### config.mk
export PLATFORM = sky130hd
export DESIGN_NAME = fetn_tx_encoder
export DESIGN_NICKNAME = d
export VERILOG_FILES = /design/src/fetn_pkg.sv /design/src/fetn_tx_encoder.sv
export VERILOG_INCLUDE_DIRS = /design/src
export SDC_FILE = /design/constraint.sdc
export NUM_CORES = 1
export LEC_CHECK = 0
export ABC_AREA = 0
export BUFFER_PORTS_ARGS = -buffer_cell sky130_fd_sc_hd__buf_4
export CORE_ASPECT_RATIO = 0.6
export CORE_MARGIN = 2
export CORE_UTILIZATION = 55
export DETAILED_ROUTE_END_ITERATION = 10
export PLACE_DENSITY = 0.86
export SYNTH_ARGS = -nofsm -noshare
export SYNTH_HDL_FRONTEND = slang
export SYNTH_SLANG_ARGS = --single-unit
export TNS_END_PERCENT = 1
### constraint.sdc
create_clock -name CLK_SYS -period 4.3 [get_ports CLK_SYS]
set_input_delay 0.645 -clock CLK_SYS [delete_from_list [all_inputs] [get_ports CLK_SYS]]
set_output_delay 0.645 -clock CLK_SYS [all_outputs]
set_load 0.02 [all_outputs]
### src/fetn_regs.svh
// Purpose: Named constants for the transmit nibble encoder.
// Assumes: Included by bare name from the package and the encoder.
// Notes:   Code-groups are five bits wide, most significant bit first.
`ifndef FETN_REGS_SVH
`define FETN_REGS_SVH

// ----------------------------------------------------------------
// Control code-groups
// ----------------------------------------------------------------
`define FETN_CG_IDLE   5'h1f
`define FETN_CG_SSD1   5'h18
`define FETN_CG_SSD2   5'h11
`define FETN_CG_ESD1   5'h0d
`define FETN_CG_ESD2   5'h07
`define FETN_CG_TXERR  5'h04

// ----------------------------------------------------------------
// Data code-groups
// ----------------------------------------------------------------
`define FETN_CG_D0     5'h1e
`define FETN_CG_D1     5'h09
`define FETN_CG_D2     5'h14
`define FETN_CG_D3     5'h15
`define FETN_CG_D4     5'h0a
`define FETN_CG_D5     5'h0b
`define FETN_CG_D6     5'h0e
`define FETN_CG_D7     5'h0f
`define FETN_CG_D8     5'h12
`define FETN_CG_D9     5'h13
`define FETN_CG_DA     5'h16
`define FETN_CG_DB     5'h17
`define FETN_CG_DC     5'h1a
`define FETN_CG_DD     5'h1b
`define FETN_CG_DE     5'h1c
`define FETN_CG_DF     5'h1d

// ----------------------------------------------------------------
// Field layout and reset values
// ----------------------------------------------------------------
`define FETN_DIBIT_LO  1:0
`define FETN_DIBIT_HI  3:2
`define FETN_PHASE_LO  1'h0
`define FETN_PHASE_HI  1'h1
`define FETN_NIB_RST   4'h0

`endif

### src/fetn_pkg.sv
// Purpose: Types shared by the transmit nibble encoder.
// Assumes: fetn_regs.svh holds the constants.
// Notes:   None.
`include "fetn_regs.svh"

package fetn_pkg;

    // ------------------------------------------------------------
    // Encoder states
    // ------------------------------------------------------------
    typedef enum logic [1:0] {
        FETN_ST_IDLE = 2'b00,
        FETN_ST_SSD2 = 2'b01,
        FETN_ST_DATA = 2'b10,
        FETN_ST_ESD2 = 2'b11
    } fetn_state_t;

    // ------------------------------------------------------------
    // One captured nibble with its qualifiers
    // ------------------------------------------------------------
    typedef struct packed {
        logic       txen;
        logic       txer;
        logic [3:0] nib;
    } fetn_nib_t;

endpackage : fetn_pkg

### src/fetn_tx_encoder.sv
// Purpose: MII/RMII transmit capture and 4B/5B encoder of a 10/100 PHY.
// Assumes: TX_CLK and REF_CLK are far slower than CLK_SYS; all pins are
//          asynchronous and, all but RESET, pass two flip-flops before use.
// Notes:   One code-group leaves per captured nibble, as a CODE_VALID pulse.
`timescale 1ns/100ps
`default_nettype none
`include "fetn_regs.svh"

module fetn_tx_encoder
    import fetn_pkg::*;
(
    input  wire logic       CLK_SYS,
    input  wire logic       RESET,
    input  wire logic       RMII_MODE,
    input  wire logic       TX_CLK,
    input  wire logic       REF_CLK,
    input  wire logic       TX_EN,
    input  wire logic       TX_ER,
    input  wire logic [3:0] TXD,
    output logic      [4:0] CODE,
    output logic            CODE_VALID
);

    // ------------------------------------------------------------
    // Pin synchronisers
    // ------------------------------------------------------------
    // Clock and data share the same two stages so that they stay aligned;
    // a third stage on the clock only serves the edge detector.
    logic [8:0] meta_q;
    logic [8:0] sync_q;
    logic       clk_prev_q;
    logic       rmii_q;
    logic       link_clk;
    logic       clk_rise;

    always_ff @(posedge CLK_SYS) begin
        meta_q <= {RMII_MODE, TX_CLK, REF_CLK, TX_EN, TX_ER, TXD};
        sync_q <= meta_q;
        if (RESET) begin
            clk_prev_q <= 1'b0;
        end else begin
            clk_prev_q <= link_clk;
        end
    end

    assign rmii_q   = sync_q[8];
    assign link_clk = rmii_q ? sync_q[6] : sync_q[7];
    assign clk_rise = link_clk & ~clk_prev_q;

    logic       txen_s;
    logic       txer_s;
    logic [3:0] txd_s;

    assign txen_s = sync_q[5];
    assign txer_s = sync_q[4];
    assign txd_s  = sync_q[3:0];

    // ------------------------------------------------------------
    // Nibble capture and dibit pairing
    // ------------------------------------------------------------
    fetn_nib_t  nib_d;
    fetn_nib_t  nib_q;
    logic       nib_stb_d;
    logic       nib_stb_q;
    logic       phase_d;
    logic       phase_q;
    logic [1:0] lo_d;
    logic [1:0] lo_q;
    logic       en_prev_d;
    logic       en_prev_q;

    always_comb begin
        nib_d     = nib_q;
        nib_stb_d = 1'b0;
        phase_d   = phase_q;
        lo_d      = lo_q;
        en_prev_d = en_prev_q;
        if (clk_rise) begin
            if (!rmii_q) begin
                nib_d     = '{txen: txen_s, txer: txer_s, nib: txd_s};
                nib_stb_d = 1'b1;
            end else begin
                en_prev_d = txen_s;
                // A frame start realigns pairing so its first dibit is low.
                if ((txen_s && !en_prev_q) || phase_q == `FETN_PHASE_LO) begin
                    lo_d    = txd_s[`FETN_DIBIT_LO];
                    phase_d = `FETN_PHASE_HI;
                end else begin
                    nib_d     = '{txen: txen_s, txer: txer_s,
                                  nib: {txd_s[`FETN_DIBIT_LO], lo_q}};
                    nib_stb_d = 1'b1;
                    phase_d   = `FETN_PHASE_LO;
                end
            end
        end
    end

    always_ff @(posedge CLK_SYS) begin
        if (RESET) begin
            nib_q     <= '{txen: 1'b0, txer: 1'b0, nib: `FETN_NIB_RST};
            nib_stb_q <= 1'b0;
            phase_q   <= `FETN_PHASE_LO;
            lo_q      <= 2'h0;
            en_prev_q <= 1'b0;
        end else begin
            nib_q     <= nib_d;
            nib_stb_q <= nib_stb_d;
            phase_q   <= phase_d;
            lo_q      <= lo_d;
            en_prev_q <= en_prev_d;
        end
    end

    // ------------------------------------------------------------
    // 4B/5B encoder
    // ------------------------------------------------------------
    function automatic logic [4:0] fetn_data_cg(input logic [3:0] n);
        logic [4:0] cg;
        cg = `FETN_CG_D0;
        unique case (n)
            4'h0: cg = `FETN_CG_D0;
            4'h1: cg = `FETN_CG_D1;
            4'h2: cg = `FETN_CG_D2;
            4'h3: cg = `FETN_CG_D3;
            4'h4: cg = `FETN_CG_D4;
            4'h5: cg = `FETN_CG_D5;
            4'h6: cg = `FETN_CG_D6;
            4'h7: cg = `FETN_CG_D7;
            4'h8: cg = `FETN_CG_D8;
            4'h9: cg = `FETN_CG_D9;
            4'ha: cg = `FETN_CG_DA;
            4'hb: cg = `FETN_CG_DB;
            4'hc: cg = `FETN_CG_DC;
            4'hd: cg = `FETN_CG_DD;
            4'he: cg = `FETN_CG_DE;
            4'hf: cg = `FETN_CG_DF;
        endcase
        return cg;
    endfunction : fetn_data_cg

    fetn_state_t state_d;
    fetn_state_t state_q;
    logic [4:0]  code_d;
    logic [4:0]  code_q;
    logic        vld_d;
    logic        vld_q;
    // Code-group of the previous pulse, so each delimiter half is tied to its partner.
    logic [4:0]  last_cg_d;
    logic [4:0]  last_cg_q;

    // The nibbles that carry the delimiters are dropped; the MAC's preamble absorbs
    // the start pair and the idle gap the end pair, so frame data stays in step with the code-groups.
    always_comb begin
        state_d = state_q;
        code_d  = code_q;
        vld_d   = 1'b0;
        last_cg_d = vld_q ? code_q : last_cg_q;
        if (nib_stb_q) begin
            vld_d = 1'b1;
            unique case (state_q)
                FETN_ST_IDLE: begin
                    if (nib_q.txen) begin
                        code_d  = `FETN_CG_SSD1;
                        state_d = FETN_ST_SSD2;
                    end else begin
                        code_d  = `FETN_CG_IDLE;
                    end
                end
                FETN_ST_SSD2: begin
                    code_d  = `FETN_CG_SSD2;
                    state_d = FETN_ST_DATA;
                end
                FETN_ST_DATA: begin
                    if (!nib_q.txen) begin
                        code_d  = `FETN_CG_ESD1;
                        state_d = FETN_ST_ESD2;
                    end else if (nib_q.txer) begin
                        code_d  = `FETN_CG_TXERR;
                    end else begin
                        code_d  = fetn_data_cg(nib_q.nib);
                    end
                end
                FETN_ST_ESD2: begin
                    code_d  = `FETN_CG_ESD2;
                    state_d = FETN_ST_IDLE;
                end
            endcase
        end
    end

    always_ff @(posedge CLK_SYS) begin
        if (RESET) begin
            state_q <= FETN_ST_IDLE;
            code_q  <= `FETN_CG_IDLE;
            vld_q   <= 1'b0;
            last_cg_q <= `FETN_CG_IDLE;
        end else begin
            state_q <= state_d;
            code_q  <= code_d;
            vld_q   <= vld_d;
            last_cg_q <= last_cg_d;
        end
    end

    assign CODE       = code_q;
    assign CODE_VALID = vld_q;

    // ------------------------------------------------------------
    // Assertions
    // ------------------------------------------------------------
    property p_mii_capture;
        @(posedge CLK_SYS) disable iff (RESET)
        (clk_rise && !rmii_q) |=> nib_stb_q && nib_q.nib == $past(txd_s) && nib_q.txen == $past(txen_s);
    endproperty
    a_mii_capture: assert property (p_mii_capture) else $error("MII nibble not captured");

    property p_rmii_pair;
        @(posedge CLK_SYS) disable iff (RESET)
        (clk_rise && rmii_q && phase_q && !(txen_s && !en_prev_q)) |=> nib_stb_q && !phase_q;
    endproperty
    a_rmii_pair: assert property (p_rmii_pair) else $error("RMII second dibit gave no nibble");

    property p_rmii_order;
        @(posedge CLK_SYS) disable iff (RESET)
        (nib_stb_q && rmii_q) |-> nib_q.nib[1:0] == $past(lo_q) && nib_q.nib[3:2] == $past(txd_s[1:0]);
    endproperty
    a_rmii_order: assert property (p_rmii_order) else $error("RMII dibit order wrong");

    property p_data_enc;
        @(posedge CLK_SYS) disable iff (RESET)
        (nib_stb_q && state_q == FETN_ST_DATA && nib_q.txen && !nib_q.txer)
            |=> vld_q && code_q == fetn_data_cg($past(nib_q.nib));
    endproperty
    a_data_enc: assert property (p_data_enc) else $error("Data nibble encoded wrongly");

    property p_data_distinct;
        @(posedge CLK_SYS) disable iff (RESET)
        (nib_stb_q && state_q == FETN_ST_DATA && nib_q.txen && !nib_q.txer)
            |=> code_q != `FETN_CG_IDLE && code_q != `FETN_CG_SSD1 && code_q != `FETN_CG_TXERR;
    endproperty
    a_data_distinct: assert property (p_data_distinct) else $error("Data used control code");

    property p_txerr;
        @(posedge CLK_SYS) disable iff (RESET)
        (nib_stb_q && state_q == FETN_ST_DATA && nib_q.txen && nib_q.txer) |=> code_q == `FETN_CG_TXERR;
    endproperty
    a_txerr: assert property (p_txerr) else $error("Error code-group missing");

    property p_ssd;
        @(posedge CLK_SYS) disable iff (RESET)
        (vld_q && last_cg_q == `FETN_CG_SSD1) |-> code_q == `FETN_CG_SSD2;
    endproperty
    a_ssd: assert property (p_ssd) else $error("Start delimiter wrong");

    property p_esd;
        @(posedge CLK_SYS) disable iff (RESET)
        (nib_stb_q && state_q == FETN_ST_DATA && !nib_q.txen) |=> vld_q && code_q == `FETN_CG_ESD1;
    endproperty
    a_esd: assert property (p_esd) else $error("End delimiter wrong");

    property p_esd_pair;
        @(posedge CLK_SYS) disable iff (RESET)
        (vld_q && last_cg_q == `FETN_CG_ESD1) |-> code_q == `FETN_CG_ESD2;
    endproperty
    a_esd_pair: assert property (p_esd_pair) else $error("End delimiter second half wrong");

    property p_idle;
        @(posedge CLK_SYS) disable iff (RESET)
        (nib_stb_q && state_q == FETN_ST_IDLE && !nib_q.txen) |=> vld_q && code_q == `FETN_CG_IDLE;
    endproperty
    a_idle: assert property (p_idle) else $error("Idle code-group missing");

endmodule : fetn_tx_encoder
`default_nettype wire

# After elaboration in Yosys (flattened, before gate mapping)
# Memories as Yosys holds them, arrays and structs flattened. A register that Yosys moved wholly into a read port is not among the register bits.
# Cells that the tools add are included.
# W data, S select, Z words.
# totals
mem_bits_rw	0
register_bits	38
output_inout_bits	6
latch_bits	0
elab_cells	49
rom_bits	80
mem_count	1
in_bits	11
# mem_list
memory	words	word_bits	rd	rd_clocked_by_memory_dff	wr	line	source
(name not given)	16	5	1	1	0	fetn_tx_encoder.sv:120	unique case (n)
# op_classes
n_eq_ne	6
mux	16
n_shift	0
n_mul	0
order_cmp	0
n_bitwise	4
div_mod_pow	0
n_reduce_logical	9
addsub	0
# ops
op	count
$pmux W5 S4	1
$mux W6	2
$mux W5	2
$mux W4	2
$pmux W2 S4	1
$ne A2 B2 Y1 const B	3
$reduce_and A3 Y1	2
$mux W1	5
$eq A2 B2 Y1 const B	2
$mux W2	2
$reduce_and A2 Y1	2
$mux W3	1
$not A1 Y1	3
$eq A2 B1 Y1 const B	1
$logic_not A2 Y1	1
$reduce_or A2 Y1	1
$and A1 B1 Y1	1
$logic_and A1 B1 Y1	1
$logic_not A1 Y1	1
$logic_or A1 B1 Y1	1

# Logic depth before layout (Yosys ltp)
# Gate-level depths: netlist of run 1.
# logic_depth
ltp_word	7
mapped_depth	6
mapped_depth_nobuf	6

# Worst setup path after synthesis of run 1
# OpenSTA, ideal clock, no wires.
# synth_path
path_type	reg2reg
start	register state_q[0]
end	register code_q[4] (netlist: CODE[4])
t_required_ps	4180
synth_period_minus_slack_ps	1497
path_slack_ps	2803
stages_incl_launch_ff	7
path_buffers	0
t_arrival_ps	1377
setup_ps	120
cell_sequence	dfxtp_1 -> inv_1 -> ha_1 -> nand2_1 -> nor2_1 -> a311o_1 -> a211o_1
# synth_between
elab_chain_cells	2
word_cells_on_any_way	5
classes_between	eq/ne (3); mux (1); reduce/logical (1)
# synth_rtl
item	line	source
start: declaration	fetn_tx_encoder.sv:142	fetn_state_t state_q;
start signal: assignment	fetn_tx_encoder.sv:198	state_q <= state_d;
$eq A2 B2 Y1 (tied with other cells)	fetn_tx_encoder.sv:160	unique case (state_q)
$pmux W5 S4 (*)	fetn_tx_encoder.sv:160	
end signal: assignment	fetn_tx_encoder.sv:194	code_q <= `FETN_CG_IDLE;
end signal: assignment	fetn_tx_encoder.sv:199	code_q <= code_d;
end: declaration	fetn_tx_encoder.sv:144	logic [4:0] code_q;
# Every way passes the cells marked *; elsewhere a longest branch is shown, timed or not.
# A chain may end at the register's enable or synchronous reset.

==> out/qor.yml, run 1 <==
antenna_found_initial: 0
grt_pass1_wl_um: 5030
viasPerCell: 5.76
drc: 0
timing.hold.ws_ns: 0.329
design_area_um2: 1900
max-cap-violations: 0
slew_headroom: 0.149
dieArea_um2: 3480
synth_edf_count: 0
ctsHoldBuffers: 0
dp.final_hpwl_um: 2230
synth_area_per_cell_um2: 9.75
clkSinkCount: 43
layout_min_cycle_time_ns: 2.21
status: "completed"
clk_pin_slew_worst_paths_ns: 0.07
first_pass_iters: 4
fin_cells: 226
ctsLongestPathBuffers: 2
synth_area_um2: 1660
synthTopCellsByArea: "dfxtp_1 52%, o21ai_0 3.6%, a21oi_1 3.3%, nor2_1 2.9%, a211oi_1 2.7%"
cp-end-kind: "flip-flop"
diodes: 0
die_x_um: 74.9
post-place-cells: 218
io_pins: 17
grt_max_degree: 26
yosys_most_used_dff: "dfxtp_1"
design.core.area_um2: 2870
ctsResizeCount: 0
postCtsSetupRepairBufs: 0
layout_commonest_cell: "dfxtp_1"
cp-start-kind: "flip-flop"
final_nets: 197
maxSlewViolCount: 0
layout_common_cells: "43 x dfxtp_1, 16 x buf_4, 13 x nor2_1, 12 x o21ai_0, 11 x a21oi_1"
ant_nets: 0
insertion_delay_ns: 0.29
finalClockSkew_ns: 0.00285
p_leak_uw: 0.000741
cp.required_ns: 4.48
synth_top_cell_area_share: 0.519
ir_worst_vdd_v: 0.000276
vias: 1302
synth_cell_types: 38
area_growth_pct: 14.8
cts_root_buffer: "clkbuf_8"
max_freq_mhz: 453
ys_seq_area_frac: 0.519
synth.ff_latch_count: 43
track_usage: 0.202
gp_congestion: 0.931
reg2reg_slack_ns: 2.09
drt_iter0_drc: 185
num_rows: 15
cts_max_level: 2
drive_above_1_share: 0.158
wl_per_cell_um: 14.1
worstSetupPathType: "flip-flop to flip-flop"
start_util: 0.577
yosys_warnings: 0
dieHeight_um: 46.5
wl_um: 3180
power.density_nw_per_um2: 457
hp-class: "flip-flop to flip-flop"
cts_buffers: 5
tightest_slew_ns: 1.26
arrival_ns: 2.39
yosysTopAreaCell: "dfxtp_1"
rsz0062_at_grt: "no"
grt.overflow.total: 0
finalSetupViolCount: 0
mappedNetlistNets: 184
io_buffers: 16
tns_ns: 0
period_share: 0.513
power_uw: 870
tritoncts: "done"
grt_pass1_vias: 1154
place_area_um2: 1770
path_max_fanout: 16
async_flop_share: 0
netlist_instances: 170
finalHoldViolations: 0
area by class of cell:
class	count	area, um^2
multi-input cells	109	707
well taps	42	52.6
inverters	8	30.0
repair buffers	16	120
fillers	218	968
clock inverters	2	60.1
flip-flops and latches	43	861
clock buffers	6	72.6
metal layers:
layer  wire length, um  global-route usage  vias to the layer above  part of all wire
met5                 0                   0                        -                 0
met4                74               0.121                        0             0.023
met3               249              0.0678                       16             0.078
met2              1400               0.311                       64              0.44
met1              1450               0.249                      589              0.46
li1                  -                   -                      633                 -
critical path, cell delays in order, from the launching register on:
cell	delay [ns]
dfxtp_1	0.69
mux2i_1	0.20
nor2_1	0.65
nand2_1	0.22
a311o_1	0.34
cell families (layout without fill, tap and decap cells):
kind of cell | after synthesis | count (layout) | synth area share
muxes | 4 | 4 | 0.0242
adders and majority gates | 3 | 3 | 0.0226
buffers and inverters | 18 | 32 | 0.0543
AOI/OAI and AO/OA | 50 | 50 | 0.218
DFF | 43 | 43 | 0.519
xor gates and xnor gates | 1 | 1 | 0.00528
and+or+nand+nor | 51 | 51 | 0.156
Yosys cell counts (3+ instances only):
cell type,instances
inv_1,8
nor2b_1,3
a211oi_1,6
nor2_1,13
o21bai_1,5
ha_1,3
nand3_1,8
a21oi_1,11
dfxtp_1,43
o21ai_0,12
nand2b_1,4
nand2_1,10
nor3_1,7
clkbuf_1,4
buf_2,3
mux2i_1,4
path summary, 6_finish.rpt:
| kind | startpoint | to | cells past startpoint |
|---|---|---|---|
| max | sync_q[8] | flip-flop | 4 |
| min | meta_q[6] | sync_q[6] | 0 |
| max reg2reg | sync_q[8] | flip-flop | 4 |
| min reg2reg | meta_q[6] | sync_q[6] | 0 |
stage by stage:
| step | util | setup slack (ns) |
|---|---|---|
| after floorplan | - | 2.80 |
| after global placement | 0.617 | 2.32 |
| after detailed placement | 0.617 | 2.14 |
| after CTS | 0.663 | 2.09 |
| after global routing | 0.663 | 1.91 |
| final | 0.663 | 2.09 |
report_power, final:
part	internal, uW	leakage (uW)	total [uW]	switching, uW
Combinational	31.1	0.000319	71.1	40.0
Clock	232	0.0000654	359	127
Sequential	421	0.000357	440	19.6
Total	684	0.000741	870	186
Note: power is estimated with default switching activity, not from simulation.
==> run 2, diff against run 1 <==
CORE_UTILIZATION = 51   (was 55)
PLACE_DENSITY = 0.84   (was 0.86)
clock period = 1.8 ns   (was 4.3 ns; I/O delays follow)
==> run 2 against run 1 <==
Global-route usage decreased by 0.98 points. Cell area increased by 2.2%. Largest cell class unchanged. Largest power group unchanged. Sequential share of layout area decreased by 0.96 points. Critical path depth increased by 2. Sequential cell count unchanged. Worst setup slack got worse by 2.0 ns. Sequential power increased by 140%.
==> out/qor.yml, run 2 (synthesis gave the netlist of run 1 again) <==
max-cap-violations: 0  # unchanged
finalHoldViolations: 0  # unchanged
path_max_fanout: 5  # -11
wl_per_cell_um: 13.9  # -1.3%
grt_pass1_wl_um: 5290  # +5.1%
min-delay-start: "REF_CLK"
dieHeight_um: 48.2  # +3.5%
top_layer_used: "met4"
first_pass_iters: 4  # unchanged
power.density_nw_per_um2: 1040  # +130%
final_nets: 204  # +3.6%
grt_max_degree: 26  # unchanged
hp-class: "input port to flip-flop"
timing.hold.ws_ns: 0.0758  # -0.253 ns
finalSetupViolCount: 0  # unchanged
layout_common_cells: "43 x dfxtp_1, 23 x buf_4, 13 x nor2_1, 12 x o21ai_0, 11 x a21oi_1"
wl_um: 3230  # +1.7%
start_util: 0.556  # -0.0218
gp_congestion: 0.918  # -1.3%
io_buffers: 16  # unchanged
tightest_slew_ns: 0.517  # -0.747 ns
arrival_ns: 1.85  # -0.54 ns
final_util: 0.652  # -0.0112
ant_nets: 0  # unchanged
finalClockSkew_ns: 0.00729  # +0.00444 ns
cp.required_ns: 1.98  # -2.50 ns
antenna_found_initial: 0  # unchanged
cp-end-kind: "flip-flop"
drive_above_1_share: 0.194  # +0.0361
ir_worst_vdd_v: 0.000803  # +190%
cts_buffers: 5  # unchanged
insertion_delay_ns: 0.29  # about the same
num_rows: 15  # unchanged
clkSinkCount: 43  # unchanged
design.core.area_um2: 2980  # +3.9%
dp.final_hpwl_um: 2400  # +7.8%
area_growth_pct: 17.3
cts_max_level: 2  # unchanged
postCtsSetupRepairBufs: 0  # unchanged
ctsLongestPathBuffers: 2  # unchanged
layout_commonest_cell: "dfxtp_1"
tns_ns: 0  # unchanged
m1WireLength_um: 1550  # +6.9%
drc: 0  # unchanged
die_x_um: 77.6  # +3.6%
p_leak_uw: 0.000771  # +4.0%
grt_pass1_vias: 1211  # +4.9%
cp-start-kind: "flip-flop"
viasPerCell: 5.57  # -3.4%
tritoncts: "done"
grt.overflow.total: 0  # unchanged
drt_iter0_drc: 85  # -54%
met2_length_um: 1460  # +4.0%
slew_headroom: 0.654  # +0.506
layout_min_cycle_time_ns: 1.67  # -0.542 ns
r2r-start: "state_q[0]"
worstSetupPathType: "flip-flop to flip-flop"
critPathLaunch: "state_q[0]"
max_freq_mhz: 601  # +33%
clk_pin_slew_worst_paths_ns: 0.08  # about the same
dieArea_um2: 3740  # +7.3%
ctsHoldBuffers: 0  # unchanged
maxSlewViolCount: 0  # unchanged
status: "completed"
ctsResizeCount: 0  # unchanged
io_pins: 17  # unchanged
power_uw: 2020  # +130%
wl_met3_um: 205  # -18%
rsz0062_at_grt: "no"
track_usage: 0.192  # -0.00984
diodes: 0  # unchanged
vias: 1297  # -0.38%
period_share: 0.925  # +0.412
cts_root_buffer: "clkbuf_8"
-- run 2: power by group --
| part | total, uW | internal, uW | switching, uW | leakage (uW) |
|---|---|---|---|---|
| Combinational | 193 | 88.9 | 105 | 0.000353 |
| Sequential | 1050 | 1000 | 42.2 | 0.000357 |
| Clock | 779 | 456 | 323 | 0.0000618 |
| Total | 2020 | 1550 | 470 | 0.000771 |
-- run 2: per-stage QoR --
step / setup WS (ns) / area (um^2) / instances
after floorplan: 0.303 / 1660 / 170
after CTS: 0.136 / 1940 / 233
after global placement: 0.253 / 1820 / 225
after detailed placement: 0.146 / 1820 / 225
final: 0.135 / 1940 / 233
after global routing: 0.0339 / 1940 / 233
-- run 2: path summary, 6_finish.rpt --
kind | endpoint | slack, ns | cells after the start
setup / recovery | CODE[4] | 0.13 | 6
hold reg to reg | sync_q[6] | 0.33 | 0
setup reg to reg | CODE[4] | 0.13 | 6
hold / removal | meta_q[6] | 0.08 | 1
-- run 2: final cells by class --
class / count / area, um^2
fillers: 245 / 1040
flip-flops and latches: 43 / 861
multi-input cells: 109 / 707
repair buffers: 23 / 173
clock buffers: 6 / 82.6
well taps: 42 / 52.6
clock inverters: 2 / 38.8
inverters: 8 / 30.0
-- run 2: metal layers --
metal	track usage	vias to the layer above
met5	0	-
met4	0.0750	0
met3	0.0778	4
met2	0.309	38
met1	0.241	615
li1	-	640
-- run 2: worst max-delay path: stages, from the launching register on --
cell,delay (ns)
dfxtp_1,0.37
inv_1,0.10
ha_1,0.27
nand2_1,0.11
nor2_1,0.06
a311o_1,0.35
a211o_1,0.29
==> run 3, diff against run 2 <==
CORE_UTILIZATION = 45   (was 51)
PLACE_DENSITY = 0.77   (was 0.84)
==> run 3 against run 2 <==
Largest cell class unchanged. Maximum frequency rose by 1.4%. Hold slack got worse by 0.012 ns. Core utilization decreased by 11 points. Global-route usage fell by 2.9 points. Sequential power barely moved. Combinational power is 3% lower. Largest power group unchanged. Worst setup slack improved by 0.023 ns. Sequential cell count stayed put. Clock skew barely moved. Via count fell by 3.4%. Wire length shrank 9.4%.
==> out/qor.yml, run 3 (synthesis gave the netlist of run 1 again) <==
status: "completed"
wl_um: 2930  # -9.4%
finalSetupViolCount: 0  # unchanged
vias: 1253  # -3.4%
wl_met3_um: 194  # -5.4%
grt_pass1_vias: 1090  # -10%
finalHoldViolations: 0  # unchanged
gp_congestion: 0.846  # -7.9%
io_pins: 17  # unchanged
m1WireLength_um: 1660  # +7.3%
timing.hold.ws_ns: 0.0638  # -0.0120 ns
path_max_fanout: 5  # unchanged
grt.overflow.total: 0  # unchanged
viasPerCell: 5.26  # -5.4%
path_buf_inv: 1  # unchanged
final_nets: 204  # unchanged
max_freq_mhz: 609  # +1.4%
ctsHoldBuffers: 0  # unchanged
top_layer_used: "met3"
cp.required_ns: 2.00  # +0.02 ns
dp.final_hpwl_um: 2100  # -13%
tns_ns: 0  # unchanged
worstRegToRegCells: 6  # unchanged
fin_cells: 238  # +2.1%
die_x_um: 82.4  # +6.1%
seq_area_um2: 861  # unchanged
worst_path_max_delay_cell: "dfxtp_1"
grt_pass1_wl_um: 5110  # -3.3%
holdPathStages: 1  # unchanged
rsz0062_at_grt: "no"
track_usage: 0.164  # -0.0286
cts_buffers: 5  # unchanged
start_util: 0.461  # -0.0944
io_buffers: 16  # unchanged
clkSinkCount: 43  # unchanged
dp_slack_ns: 0.174  # +0.0279 ns
drt_iter0_drc: 76  # -11%
drc: 0  # unchanged
power.density_nw_per_um2: 1020  # -1.5%
worst_slack_ns: 0.158  # +0.0232 ns
place_area_um2: 1830  # +0.34%
met2_length_um: 1070  # -27%
clk_pin_slew_worst_paths_ns: 0.08  # about the same
wl_per_cell_um: 12.3  # -11%
tightest_slew_ns: 0.382  # -0.135 ns
dieArea_um2: 4200  # +12%
num_rows: 17  # +2
design_area_um2: 1940  # unchanged
r2r-start: "state_q[0]"
cts_max_level: 2  # unchanged
slew_headroom: 0.739  # +0.0846
ir_worst_vdd_v: 0.000631  # -21%
fill_cells: 335  # +37%
postCtsSetupRepairBufs: 0  # unchanged
period_share: 0.912  # -0.0129
p_leak_uw: 0.000764  # -0.88%
maxSlewViolCount: 0  # unchanged
insertion_delay_ns: 0.30  # about the same
ctsResizeCount: 0  # unchanged
dieHeight_um: 51.0  # +5.9%
antenna_found_initial: 0  # unchanged
ant_nets: 0  # unchanged
critPathLaunch: "state_q[0]"
hp-class: "input port to flip-flop"
ctsLongestPathBuffers: 2  # unchanged
layout_common_cells: "43 x dfxtp_1, 23 x buf_4, 13 x nor2_1, 12 x o21ai_0, 11 x a21oi_1"
endpoint: "CODE[4]"
layout_commonest_cell: "dfxtp_1"
multiInputGateArea_um2: 707  # unchanged
diodes: 0  # unchanged
cp_cell_sequence: "inv_1, ha_1, nand2_1, nor2_1, a311o_1, a211o_1"
drive_above_1_share: 0.194  # unchanged
area_growth_pct: 17.3  # unchanged
grt_max_degree: 26  # unchanged
arrival_ns: 1.84  # about the same
cts_root_buffer: "clkbuf_8"
cp_top_family: "compound AO/OA/AOI/OAI gates"
max-cap-violations: 0  # unchanged
worstSetupPathType: "flip-flop to flip-flop"
cp-start-kind: "flip-flop"
reg2reg_slack_ns: 0.16  # +0.02 ns
post-place-cells: 230  # +2.2%
reg2reg_to: "CODE[4]"
layout_min_cycle_time_ns: 1.64  # -0.0232 ns
first_pass_iters: 4  # unchanged
path_depth: 6  # unchanged
cp-end-kind: "flip-flop"
tritoncts: "done"
finalClockSkew_ns: 0.00685  # -0.000443 ns
design.core.area_um2: 3590  # +20%
cp_slowest_stage_delay_ns: 0.36  # about the same
==> run 3: per-layer routing <==
layer,global-route usage,vias up
met5,0,-
met4,0.0417,0
li1,-,651
met3,0.0795,0
met2,0.195,37
met1,0.252,565
==> run 3: worst min-delay path by stage <==
stage	start	endpoint	slack (ns)
2_1_floorplan	TXD[0]	meta_q[0]	0.30
3_3_place_gp	meta_q[6]	sync_q[6]	0.31
3_5_place_dp	meta_q[3]	sync_q[3]	0.31
4_1_cts	RMII_MODE	meta_q[8]	0.06
5_1_grt	REF_CLK	meta_q[6]	0.04
6_report	TXD[3]	meta_q[3]	0.06
==> run 3: layout make-up <==
cell class                 instances  area share
sequential                        43       0.443
multi-input combinational        109       0.364
timing repair buffer              23      0.0888
clock buffer                       5      0.0354
tap                               47      0.0302
clock inverter                     3      0.0238
inverter                           8      0.0154
==> run 3: power by group <==
part           internal (uW)  switching [uW]  leakage (uW)
clock                    418             340     0.0000548
sequential              1000            39.1      0.000357
combinational           88.7            99.3      0.000353
total                   1510             478      0.000764
==> run 3: stage by stage <==
| stage | power, uW | utilization |
|---|---|---|
| 5_1_grt | 2090 | 0.541 |
| 3_5_place_dp | 1250 | 0.509 |
| 3_3_place_gp | 1250 | 0.509 |
| 2_1_floorplan | 1190 | - |
| 4_1_cts | 2010 | 0.541 |
| 6_report | 1990 | 0.541 |
==> run 3: worst reg2reg max path: stages (launching register included) <==
cell and delay, ns:
dfxtp_1 0.36, inv_1 0.10, ha_1 0.27, nand2_1 0.11
nor2_1 0.06, a311o_1 0.36, a211o_1 0.29
